$ cat src/cmi_pkg.sv
// Package: constants and types for the mode, stack and interrupt intake block
package cmi_pkg;
  // ===========================================================
  // Sizes
  localparam int CMI_IRQ_N = 16;
  localparam int CMI_ST_W = 24;
  localparam int CMI_BP_N = 4;
  localparam int CMI_WP_N = 2;
  localparam int CMI_SRC_N = 18;
  // ===========================================================
  // Register byte offsets
  localparam logic [7:0] CMI_OFS_CONTROL = 8'h00;
  localparam logic [7:0] CMI_OFS_PRIORITY_MASK_BIT = 8'h04;
  localparam logic [7:0] CMI_OFS_STATUS = 8'h08;
  localparam logic [7:0] CMI_OFS_ST_CTRL = 8'h0C;
  localparam logic [7:0] CMI_OFS_ST_RELOAD = 8'h10;
  localparam logic [7:0] CMI_OFS_ST_CURRENT = 8'h14;
  localparam logic [7:0] CMI_OFS_IRQ_EN = 8'h18;
  localparam logic [7:0] CMI_OFS_IRQ_PRI = 8'h1C;
  localparam logic [7:0] CMI_OFS_IRQ_PEND = 8'h20;
  localparam logic [7:0] CMI_OFS_DBG_EN = 8'h24;
  localparam logic [7:0] CMI_OFS_BP0 = 8'h28;
  localparam logic [7:0] CMI_OFS_WP0 = 8'h38;
  localparam logic [7:0] CMI_OFS_ST_PRI = 8'h40;
  // ===========================================================
  // Field positions
  localparam int CMI_CTL_SPSEL = 1;
  localparam int CMI_PM_BIT = 0;
  localparam int CMI_STC_EN = 0;
  localparam int CMI_STC_INT = 1;
  localparam int CMI_STC_CORE = 2;
  localparam int CMI_STC_FLAG = 16;
  localparam int CMI_STS_HANDLER = 0;
  localparam int CMI_STS_PSP = 1;
  localparam int CMI_STS_NUM = 8;
  // ===========================================================
  // Exception numbers and source slots
  localparam logic [5:0] CMI_EXC_FAULT = 6'h03;
  localparam logic [5:0] CMI_EXC_TICK = 6'h0F;
  localparam logic [5:0] CMI_EXC_IRQ0 = 6'h10;
  localparam int CMI_SLOT_TICK = 16;
  localparam int CMI_SLOT_FAULT = 17;
  localparam logic [2:0] CMI_PRI_NONE = 3'h4;
  // ===========================================================
  // Access sizes
  localparam logic [1:0] CMI_SZ_BYTE = 2'h0;
  localparam logic [1:0] CMI_SZ_HALF = 2'h1;
  localparam logic [1:0] CMI_SZ_WORD = 2'h2;
  localparam logic [1:0] CMI_SZ_MULTI = 2'h3;
  // ===========================================================
  // Reset values
  localparam logic [31:0] CMI_RST_ZERO = 32'h0000_0000;
  localparam logic [31:0] CMI_RST_ST_CTRL = 32'h0000_0004;
  // ===========================================================
  // Port carriers
  typedef struct packed {
    logic valid;
    logic [1:0] size;
    logic [31:0] addr;
  } cmi_mem_req_t;
  typedef struct packed {
    logic valid;
    logic set_flags;
    logic [3:0] nzcv;
  } cmi_alu_t;
endpackage : cmi_pkg

$ cat src/cmi_core_ctrl.sv
// Top: operating mode, stack select, faults, tick timer, debug compare, interrupt intake
//
// Added by the designer: the address map and the strobed register port.
`timescale 1ns/1ps
module cmi_core_ctrl
  import cmi_pkg::*;
(
  // Clock and reset
  input wire logic clk,
  input wire logic rst,
  // Register port
  input wire logic [7:0] reg_addr,
  input wire logic [31:0] reg_wdata,
  input wire logic reg_wr,
  input wire logic reg_rd,
  output logic [31:0] reg_rdata,
  // Pins from outside
  input wire logic [CMI_IRQ_N-1:0] irq_line,
  input wire logic low_freq_clock,
  // Exception handshake with the core
  output logic irq_req,
  output logic [5:0] irq_num,
  input wire logic exc_entry,
  input wire logic exc_return,
  output logic handler_mode,
  // Stack selection
  input wire logic insn_sync_barrier,
  output logic use_process_stack_ptr,
  // Global masking
  input wire logic global_irq_disable_insn,
  input wire logic global_irq_enable_insn,
  // Condition flags
  input cmi_alu_t alu,
  output logic [3:0] app_condition_flags,
  // Memory access check
  input cmi_mem_req_t mem,
  output logic [3:0] mem_byte_en,
  output logic severe_fault_pending,
  // Instruction state
  input wire logic exec_valid,
  input wire logic exec_state_bit,
  // Multiplier
  input wire logic [31:0] multiply_insn_a,
  input wire logic [31:0] multiply_insn_b,
  output logic [31:0] multiply_insn_result,
  // Debug comparators
  input wire logic fetch_valid,
  input wire logic [31:0] fetch_addr,
  output logic [CMI_BP_N-1:0] bp_hit,
  output logic [CMI_WP_N-1:0] wp_hit
);

  // =========================================================
  // State
  typedef struct packed {
    logic spsel;
    logic spsel_eff;
    logic saved_spsel;
    logic priority_mask_bit;
    logic [3:0] flags;
    logic [CMI_SRC_N-1:0] act;
    logic [CMI_IRQ_N-1:0] pend;
    logic st_pend;
    logic flt_pend;
    logic [CMI_IRQ_N-1:0] irq_en;
    logic [2*CMI_IRQ_N-1:0] irq_pri;
    logic [1:0] st_pri;
    logic st_en;
    logic st_int;
    logic st_core;
    logic st_flag;
    logic [CMI_ST_W-1:0] st_reload;
    logic [CMI_ST_W-1:0] st_cur;
    logic [CMI_IRQ_N-1:0] irq_s1;
    logic [CMI_IRQ_N-1:0] irq_s2;
    logic [CMI_IRQ_N-1:0] irq_q;
    logic lf_s1;
    logic lf_s2;
    logic lf_q;
    logic [CMI_BP_N+CMI_WP_N-1:0] dbg_en;
    logic [CMI_BP_N-1:0][31:0] bp;
    logic [CMI_WP_N-1:0][31:0] wp;
    logic [CMI_BP_N-1:0] bp_hit;
    logic [CMI_WP_N-1:0] wp_hit;
    logic req;
    logic [5:0] req_num;
    logic [31:0] rdata;
    logic [3:0] be;
    logic [31:0] mul;
  } cmi_state_t;

  cmi_state_t state;
  cmi_state_t next_state;

  // =========================================================
  // Functions

  // Priority of a source slot: lines, else the tick's field
  function automatic logic [2:0] pri_of(input cmi_state_t s, input int slot);
    logic [2:0] p;
    p = {1'b0, s.st_pri};
    if (slot < CMI_IRQ_N) begin
      p = {1'b0, s.irq_pri[2*slot +: 2]};
    end
    return p;
  endfunction : pri_of

  // Byte lanes, lowest address takes lane 0
  function automatic logic [3:0] lanes(input logic [1:0] sz, input logic [1:0] a);
    logic [3:0] be;
    case (sz)
      CMI_SZ_BYTE: be = 4'h1 << a;
      CMI_SZ_HALF: be = 4'h3 << a;
      default: be = 4'hF;
    endcase
    return be;
  endfunction : lanes

  // Misaligned access check; bytes are always aligned
  function automatic logic misaligned(input logic [1:0] sz, input logic [1:0] a);
    logic m;
    case (sz)
      CMI_SZ_HALF: m = a[0];
      CMI_SZ_WORD, CMI_SZ_MULTI: m = |a;
      default: m = 1'b0;
    endcase
    return m;
  endfunction : misaligned

  // =========================================================
  // Combinational next state
  always_comb begin
    logic [2:0] cur_pri;
    logic [2:0] best_pri;
    logic [4:0] best;
    logic found;
    logic tick;
    logic st_zero_ev;
    logic [CMI_IRQ_N-1:0] rise;
    logic [CMI_IRQ_N-1:0] leave;
    logic [CMI_SRC_N-1:0] cand;
    logic entering;
    logic returning;
    logic [4:0] top;
    cur_pri = CMI_PRI_NONE;
    best_pri = CMI_PRI_NONE;
    best = 5'h00;
    found = 1'b0;
    tick = 1'b0;
    st_zero_ev = 1'b0;
    leave = '0;
    cand = '0;
    top = 5'h00;
    next_state = state;

    // Two flops on every pin before use
    next_state.irq_s1 = irq_line;
    next_state.irq_s2 = state.irq_s1;
    next_state.irq_q = state.irq_s2;
    next_state.lf_s1 = low_freq_clock;
    next_state.lf_s2 = state.lf_s1;
    next_state.lf_q = state.lf_s2;
    rise = state.irq_s2 & ~state.irq_q;

    // Current running priority from active handlers
    for (int i = 0; i < CMI_SRC_N - 1; i++) begin
      if (state.act[i] && pri_of(state, i) < cur_pri) begin
        cur_pri = pri_of(state, i);
      end
    end

    // Handler to retire on return: the highest-priority active one
    top = 5'(CMI_SLOT_FAULT);
    if (!state.act[CMI_SLOT_FAULT]) begin
      for (int i = CMI_SRC_N - 2; i >= 0; i--) begin
        if (state.act[i] && pri_of(state, i) == cur_pri) begin
          top = 5'(i);
        end
      end
    end

    entering = exc_entry && state.req;
    returning = exc_return && |state.act && !entering;

    // Tick timer source and countdown
    tick = state.st_core ? 1'b1 : (state.lf_s2 && !state.lf_q);
    if (state.st_en && tick) begin
      if (state.st_cur == '0) begin
        next_state.st_cur = state.st_reload;
      end else begin
        next_state.st_cur = state.st_cur - CMI_ST_W'(1);
        st_zero_ev = (state.st_cur == CMI_ST_W'(1));
      end
    end

    // Register reads
    next_state.rdata = '0;
    if (reg_rd) begin
      case (reg_addr)
        CMI_OFS_CONTROL: next_state.rdata[CMI_CTL_SPSEL] = state.spsel;
        CMI_OFS_PRIORITY_MASK_BIT: next_state.rdata[CMI_PM_BIT] = state.priority_mask_bit;
        CMI_OFS_STATUS: begin
          next_state.rdata[CMI_STS_HANDLER] = |state.act;
          next_state.rdata[CMI_STS_PSP] = state.spsel_eff && !(|state.act);
          next_state.rdata[CMI_STS_NUM +: 6] = state.req_num;
        end
        CMI_OFS_ST_CTRL: begin
          next_state.rdata[CMI_STC_EN] = state.st_en;
          next_state.rdata[CMI_STC_INT] = state.st_int;
          next_state.rdata[CMI_STC_CORE] = state.st_core;
          next_state.rdata[CMI_STC_FLAG] = state.st_flag;
          next_state.st_flag = 1'b0; // Cleared by this read
        end
        CMI_OFS_ST_RELOAD: next_state.rdata[CMI_ST_W-1:0] = state.st_reload;
        CMI_OFS_ST_CURRENT: next_state.rdata[CMI_ST_W-1:0] = state.st_cur;
        CMI_OFS_IRQ_EN: next_state.rdata[CMI_IRQ_N-1:0] = state.irq_en;
        CMI_OFS_IRQ_PRI: next_state.rdata = state.irq_pri;
        CMI_OFS_IRQ_PEND: next_state.rdata[CMI_IRQ_N-1:0] = state.pend;
        CMI_OFS_DBG_EN: next_state.rdata[CMI_BP_N+CMI_WP_N-1:0] = state.dbg_en;
        CMI_OFS_ST_PRI: next_state.rdata[1:0] = state.st_pri;
        default: begin
          for (int i = 0; i < CMI_BP_N; i++) begin
            if (reg_addr == CMI_OFS_BP0 + 8'(4 * i)) next_state.rdata = state.bp[i];
          end
          for (int i = 0; i < CMI_WP_N; i++) begin
            if (reg_addr == CMI_OFS_WP0 + 8'(4 * i)) next_state.rdata = state.wp[i];
          end
        end
      endcase
    end

    // Register writes
    if (reg_wr) begin
      case (reg_addr)
        CMI_OFS_CONTROL: begin
          if (!(|state.act)) begin
            next_state.spsel = reg_wdata[CMI_CTL_SPSEL];
          end
        end
        CMI_OFS_PRIORITY_MASK_BIT: next_state.priority_mask_bit = reg_wdata[CMI_PM_BIT];
        CMI_OFS_ST_CTRL: begin
          next_state.st_en = reg_wdata[CMI_STC_EN];
          next_state.st_int = reg_wdata[CMI_STC_INT];
          next_state.st_core = reg_wdata[CMI_STC_CORE];
        end
        CMI_OFS_ST_RELOAD: next_state.st_reload = reg_wdata[CMI_ST_W-1:0];
        CMI_OFS_ST_CURRENT: begin
          next_state.st_cur = '0;
          next_state.st_flag = 1'b0;
        end
        CMI_OFS_IRQ_EN: next_state.irq_en = reg_wdata[CMI_IRQ_N-1:0];
        CMI_OFS_IRQ_PRI: next_state.irq_pri = reg_wdata;
        CMI_OFS_DBG_EN: next_state.dbg_en = reg_wdata[CMI_BP_N+CMI_WP_N-1:0];
        CMI_OFS_ST_PRI: next_state.st_pri = reg_wdata[1:0];
        default: begin
          for (int i = 0; i < CMI_BP_N; i++) begin
            if (reg_addr == CMI_OFS_BP0 + 8'(4 * i)) next_state.bp[i] = reg_wdata;
          end
          for (int i = 0; i < CMI_WP_N; i++) begin
            if (reg_addr == CMI_OFS_WP0 + 8'(4 * i)) next_state.wp[i] = reg_wdata;
          end
        end
      endcase
    end

    // Count-to-zero event; sets win over the clears above
    if (st_zero_ev) begin
      next_state.st_flag = 1'b1;
    end

    // Global mask instructions
    if (global_irq_disable_insn) begin
      next_state.priority_mask_bit = 1'b1;
    end else if (global_irq_enable_insn) begin
      next_state.priority_mask_bit = 1'b0;
    end

    // Flags only on flag-setting forms
    if (alu.valid && alu.set_flags) begin
      next_state.flags = alu.nzcv;
    end

    // Exception entry
    if (entering) begin
      if (!(|state.act)) begin
        next_state.saved_spsel = state.spsel;
      end
      next_state.spsel = 1'b0;
      next_state.spsel_eff = 1'b0;
      if (state.req_num == CMI_EXC_FAULT) begin
        next_state.flt_pend = 1'b0;
        next_state.act[CMI_SLOT_FAULT] = 1'b1;
      end else if (state.req_num == CMI_EXC_TICK) begin
        next_state.st_pend = 1'b0;
        next_state.act[CMI_SLOT_TICK] = 1'b1;
      end else begin
        next_state.pend[4'(state.req_num - CMI_EXC_IRQ0)] = 1'b0;
        next_state.act[4'(state.req_num - CMI_EXC_IRQ0)] = 1'b1;
      end
    end

    // Exception return
    if (returning) begin
      next_state.act[top] = 1'b0;
      if (top < 5'(CMI_IRQ_N)) begin
        leave[4'(top)] = 1'b1;
      end
      if (state.act == (CMI_SRC_N'(1) << top)) begin
        next_state.spsel = state.saved_spsel;
        next_state.spsel_eff = state.saved_spsel;
      end
    end

    // Barrier makes a moved stack choice visible
    if (insn_sync_barrier) begin
      next_state.spsel_eff = state.spsel;
    end

    // Pending: rising edge, or level still high when its handler ends
    next_state.pend = next_state.pend | rise | (leave & state.irq_s2);
    if (st_zero_ev && state.st_int) begin
      next_state.st_pend = 1'b1;
    end

    // Faults from misaligned access and clear instruction-state bit
    if (mem.valid && misaligned(mem.size, mem.addr[1:0])) begin
      next_state.flt_pend = 1'b1;
    end
    if (exec_valid && !exec_state_bit) begin
      next_state.flt_pend = 1'b1;
    end

    // Priority resolution over enabled lines and the tick
    cand[CMI_IRQ_N-1:0] = state.pend & state.irq_en;
    cand[CMI_SLOT_TICK] = state.st_pend;
    for (int i = CMI_SRC_N - 2; i >= 0; i--) begin
      if (cand[i] && pri_of(state, i) <= best_pri) begin
        best_pri = pri_of(state, i);
        best = 5'(i);
        found = 1'b1;
      end
    end

    // Request to core; fault ignores the mask, others need higher priority
    next_state.req = 1'b0;
    next_state.req_num = state.req_num;
    if (entering || returning) begin
      next_state.req = 1'b0; // Re-evaluate after the mode change
    end else if (state.flt_pend && !state.act[CMI_SLOT_FAULT]) begin
      next_state.req = 1'b1;
      next_state.req_num = CMI_EXC_FAULT;
    end else if (found && !state.priority_mask_bit && !state.act[CMI_SLOT_FAULT] && best_pri < cur_pri) begin
      next_state.req = 1'b1;
      next_state.req_num = (best == 5'(CMI_SLOT_TICK)) ? CMI_EXC_TICK :
        CMI_EXC_IRQ0 + 6'(best);
    end

    // Little-endian byte lanes and multiply low word
    next_state.be = mem.valid ? lanes(mem.size, mem.addr[1:0]) : 4'h0;
    next_state.mul = 32'(multiply_insn_a * multiply_insn_b);

    // Debug comparators
    for (int i = 0; i < CMI_BP_N; i++) begin
      next_state.bp_hit[i] = state.dbg_en[i] && fetch_valid && fetch_addr == state.bp[i];
    end
    for (int i = 0; i < CMI_WP_N; i++) begin
      next_state.wp_hit[i] = state.dbg_en[CMI_BP_N+i] && mem.valid && mem.addr == state.wp[i];
    end
  end

  // =========================================================
  // State register
  always_ff @(posedge clk or posedge rst) begin
    if (rst) begin
      state <= '0;
      state.st_core <= CMI_RST_ST_CTRL[CMI_STC_CORE];
    end else begin
      state <= next_state;
    end
  end

  // =========================================================
  // Outputs
  assign reg_rdata = state.rdata;
  assign irq_req = state.req;
  assign irq_num = state.req_num;
  assign handler_mode = |state.act;
  assign use_process_stack_ptr = state.spsel_eff && !(|state.act);
  assign app_condition_flags = state.flags;
  assign mem_byte_en = state.be;
  assign severe_fault_pending = state.flt_pend;
  assign multiply_insn_result = state.mul;
  assign bp_hit = state.bp_hit;
  assign wp_hit = state.wp_hit;

endmodule : cmi_core_ctrl

$ cat config.mk
export PLATFORM = sky130hd
export DESIGN_NAME = cmi_core_ctrl
export DESIGN_NICKNAME = d
export VERILOG_FILES = /design/src/cmi_pkg.sv /design/src/cmi_core_ctrl.sv
export SDC_FILE = /design/constraint.sdc
export NUM_CORES = 2
export LEC_CHECK = 0
export ABC_AREA = 1
export BUFFER_PORTS_ARGS = -buffer_cell sky130_fd_sc_hd__buf_2
export CAP_MARGIN = 20
export CORE_ASPECT_RATIO = 0.7
export CORE_UTILIZATION = 30
export DETAILED_ROUTE_END_ITERATION = 6
export GPL_ROUTABILITY_DRIVEN = 0
export PLACE_DENSITY = 0.47
export SYNTH_ARGS = -nofsm -noshare
export SYNTH_HDL_FRONTEND = slang
export SYNTH_SLANG_ARGS = --single-unit
$ cat constraint.sdc
create_clock -name clk -period 13.77 [get_ports clk]
set_input_delay 0.6885 -clock clk [delete_from_list [all_inputs] [get_ports clk]]
set_output_delay 0.6885 -clock clk [all_outputs]
set_load 0.1 [all_outputs]
# After elaboration in Yosys (flattened, before gate mapping)
# Cells that the tools add are included.
# W data, S select, Z words.
[classes]
muxes = 172
n_eq_ne = 48
n_addsub = 3
n_bitwise = 14
n_reduce_logical = 126
multipliers = 1
n_lt_le_gt_ge = 43
shifts = 3
[ops]
columns = ["operator", "n"]
rows = [
  ["$mux W32", 8],
  ["$eq A32 B32 Y1", 6],
  ["$mux W5", 34],
  ["$mux W3", 51],
  ["$mux W24", 4],
  ["$logic_and A1 B1 Y1", 81],
  ["$and A16 B16 Y16", 4],
  ["$eq A8 B6 Y1 const B", 8],
  ["$mux W49", 1],
  ["$eq A3 B3 Y1", 16],
  ["$le A2 B3 Y1", 16],
  ["$lt A2 B3 Y1", 16],
  ["$mux W1", 47],
  ["$pmux W6 S7", 1],
  ["$mux W36", 1],
  ["$mux W34", 1],
  ["$eq A8 B5 Y1 const B", 4],
  ["$mul A32 B32 Y32", 1],
  ["$mux W16", 2],
  ["$not A16 Y16", 2],
  ["$or A16 B16 Y16", 2],
  ["$pmux W7 S4", 1],
  ["$eq A24 B1 Y1 const B", 1],
  ["$logic_not A24 Y1", 1],
  ["62 further kinds", 101],
]
[totals]
regBits = 476
word_cells = 448
output_inout_bits = 88

# Depth between registers and ports, before layout
[depth]
depth_word = 79
ltp_mapped = 135
depth_no_buf = 133

# Worst setup path after synthesis
# No wires, ideal clock.
[synth_timing]
path_type = "register to register"
startpoint = "register state[383] (netlist name)"
endpoint = "register state, in the netlist irq_num[0]"
setup_slack_ns = -1.396
stages_incl_launch_ff = 107
synth_period_minus_slack_ns = 15.166
arrival_ns = 15.084
required_ns = 13.688
path_buffers = 0
cell_sequence = "dfrtp_1 > nand2_1 > ha_1 > inv_1 > nor2_1 > o21ai_0 > nand3_1 > o21ai_0 > ha_1 > inv_1 > nor2_1 > o221ai_1 > nand3_1 > o21ai_0 > ha_1 > inv_1 > nor2_1 > o211ai_1 > [71 not listed] > o211ai_1 > nand3_1 > o21ai_0 > ha_1 > inv_1 > nor2_1 > o211ai_1 > nand3_1 > inv_1 > nor2_1 > ha_1 > a21oi_1 > nand3_1 > nand2_1 > nand3_1 > clkinv_1 > nor2_1 > a31oi_1"
[synth_via]
elab_chain_len = 56
word_cells_on_any_way = 99
cone_classes = "1 x add/sub; 19 x order compare; 1 x eq/ne; 55 x mux; 23 x reduce/logical"
[synth_rtl]
columns = ["item", "line_no", "source"]
rows = [
  ["from (decl)", "cmi_core_ctrl.sv:92", "cmi_state_t state;"],
  ["from (signal assigned)", "cmi_core_ctrl.sv:378", "state <= next_state;"],
  ["branches (longest 56 deep; another with $le A2 B3 Y1)", "--", ""],
]
# Several ways; the timed one is not identified. The select of a mux whose other input is x is not followed.
# A chain may end at the register's enable or synchronous reset.

# Final worst setup path
[layout_timing]
startpoint = "register state[433] (netlist name)"
endpoint = "register state, in the netlist irq_num[1]"
[layout_via]
elab_chain_len = 55
word_cells_on_any_way = 95
cone_classes = "1 x add/sub; 17 x order compare; 1 x eq/ne; 54 x mux; 22 x reduce/logical"
[layout_rtl]
columns = ["item", "line_no", "source"]
rows = [
  ["$logic_and A1 B1 Y1 *", "cmi_core_ctrl.sv:337", "if (cand[i] && pri_of(state, i) <= best_pri) begin"],
  ["branches (longest 54 deep; another with $le A2 B3 Y1)", "--", ""],
]
# Mark *: on every way between the ends. The select of a mux whose other input is x is not followed.

==> flow_summary.toml <==
[status]
outcome = "finished with violations"
violations = "setup timing"

[worst_setup_path]
path_max_fanout = 8
cp.required_ns = 14.38
critPathLaunch = "state[433]$_DFFE_PP0P_"
cp.arrival_ns = 15.91
crit_top_cell = "nand2_2"
crit_type = "reg -> reg"
max_stage_delay_ns = 0.40
start_kind = "register"
r2r-start = "state[433]$_DFFE_PP0P_"
end_kind = "register"
critPathSlowestCell = "dfrtp_1"

[yosys]
synthFlopType = "dfrtp_1"
yosysWarnings = 0
synth_edf_count = 0
ys_top_cells_by_count = "1,245 x nand2_1, 1,096 x inv_1, 475 x dfrtp_1, 417 x o21ai_0, 408 x fa_1"
yosysTopAreaCell = "dfrtp_1"
avgSynthCellArea_um2 = 7.96
async_flop_share_pct = 100
synth_cell_types = 57
ys_seq_area_share_pct = 28.4
ys_top_cells_by_area = "dfrtp_1 28%, fa_1 19%, nand2_1 11%, inv_1 9.8%, ha_1 5.2%"
syn-instance-count = 5279
synth_top_area_share_pct = 28.3
syn-cell-area_um2 = 42000
synth.ff_latch_count = 476
syn-num-nets = 6068
yosysMostFrequentCell = "nand2_1"

[timing]
timing.slew.headroom_pct = 21.8
final.setup.worst_slack_ns = -1.53
drv_slew = 0
worstMarginPinSlew_ns = 1.16
setup_viol = 42
fin_crit_ns = 15.30
fin_worst_skew_ns = 0.102
fmax_mhz = 65.3
fin_crit_sh_pct = 111
grt_setup_unrepaired = "yes"
finalHoldViolations = 0

[clocking]
numCtsBuffers = 56
h-tree-depth = 2
clkTransAtPathRegs_ns = 0.06
insertion_delay_ns = 0.74
cts_root_buffer = "clkbuf_16"
clockBufferDepth = 3
cts_num_sinks = 476
cts_tree = "done"

[floorplan]
fp.dieW_um = 449
die_h_um = 315
core-area_um2 = 139000
initial_core_util_pct = 30.3
rows = 114
io_pins = 294
dieArea_um2 = 142000

[placement]
port-buffer-count = 293
hpwl_mm = 137
place_area_um2 = 46200

[global_route]
grt.overflow.total = 0
grt_util_all_layers_pct = 24.3
antenna_found_initial = 11
grt_pass1_vias = 36600
grt_max_degree = 68
grt_pass1_wl_mm = 253

[route]
first_iter_violations = 4226
antenna_left = 0
finalWirelength_mm = 173
drc_errors = 0
wl_per_cell_um = 23.0
vias_per_cell = 5.05
first_pass_iters = 6
vias = 38000

[run]
maxCapViolations = 0

[final_layout]
final_area_um2 = 49000
final_layout_size_suffix_gt1_share_pct = 15.1
area_growth_pct = 16.7
nets = 6411

[min_path]
hold_path.class = "in -> async"
-- layout by cell type (no fill, tap or decap), types with 59 or more instances in the layout --
cell type	count
a221oi_1	59
nand2_1	1216
nor2_1	195
xor2_1	97
a21oi_1	139
fa_1	408
dfrtp_1	475
buf_4	287
inv_1	1090
ha_1	165
xnor2_1	67
buf_2	293
o22ai_1	113
nand3_1	99
o21ai_0	377
-- layer usage --
metal | wire, µm | global-route usage [%] | up-vias | share of wire (%)
li1 | - | - | 17100 | -
met1 | 81800 | 36.9 | 18900 | 47
met2 | 65400 | 31.5 | 1793 | 38
met3 | 22600 | 9.79 | 202 | 13
met4 | 3570 | 4.82 | 8 | 2.1
met5 | 43 | 0.0997 | - | 0.025
-- path summary, 6_finish.rpt --
| kind | end | slack (ns) | cells past startpoint |
|---|---|---|---|
| setup / recovery | irq_num[1]$_DFFE_PP0P_ | -1.53 | 120 |
| hold / removal | state[152]$_DFFE_PP0P_ | 0.04 | 2 |
| setup reg to reg | irq_num[1]$_DFFE_PP0P_ | -1.53 | 120 |
| hold reg to reg | next_state[291]$_DFF_PP0_ | 0.35 | 0 |
| max in group asynchronous | state[461]$_DFF_PP0_ | 10.99 | 5 |
| min in group clk | next_state[310]$_DFF_PP0_ | 0.10 | 1 |
-- worst max-delay path: cells and delay by family (launching register included) --
kind	cells	cell delay (ns)
AND/OR/NAND/NOR	50	4.48
buffers and inverters	18	1.54
AO/OA/AOI/OAI	36	4.36
flip-flops	1	0.40
adder cells (fa/ha/maj)	16	4.33
-- repair_timing --
action,CTS,global route
resized for setup,57,67
setup endpoints to repair,42,42
pin swaps,51,46
buffers inserted,40,10
hold buffers,0,0
-- through the flow --
stage          setup TNS (ns)  std cells  hold WS, ns  setup WS (ns)  util, %
2_1_floorplan           -2.09       5279        0.331         -0.353        -
3_3_place_gp           -42.17       7369        0.334          -1.37     33.4
3_5_place_dp           -58.50       7369        0.336          -1.77     33.4
4_1_cts                -28.83       7513       0.0165          -1.39     35.1
5_1_grt                -93.12       7526       0.0492          -2.70     35.4
6_report               -36.38       7528       0.0424          -1.53     35.4
-- cells by family after synthesis --
logic type	synth area share, %
and+or+nand+nor	16.6
buffers and inverters	13.5
AOI/OAI and AO/OA	13.1
adders and majority gates	24.7
DFF	28.4
xor gates and xnor gates	3.42
muxes	0.322
-- cell type report --
cell class	instances	area, µm²
clock inverter	28	348
fill	14600	89500
tap	1856	2320
clock buffer	76	1590
timing repair buffer	583	3670
antenna	4	10.0
sequential	476	11900
multi-input combinational	3392	25000
inverter	1113	4190
-- sequential cells by signal, indices dropped and copies added (netlist names) --
register              cells
state                   356
next_state               34
multiply_insn_result     32
reg_rdata                32
irq_num                   6
app_condition_flags       4
bp_hit                    4
mem_byte_en               4
wp_hit                    2
irq_req                   1
severe_fault_pending      1
Power is left out: the tool's default activity adds up to more than one toggle a clock period on the data nets, which glitch-free logic cannot reach.
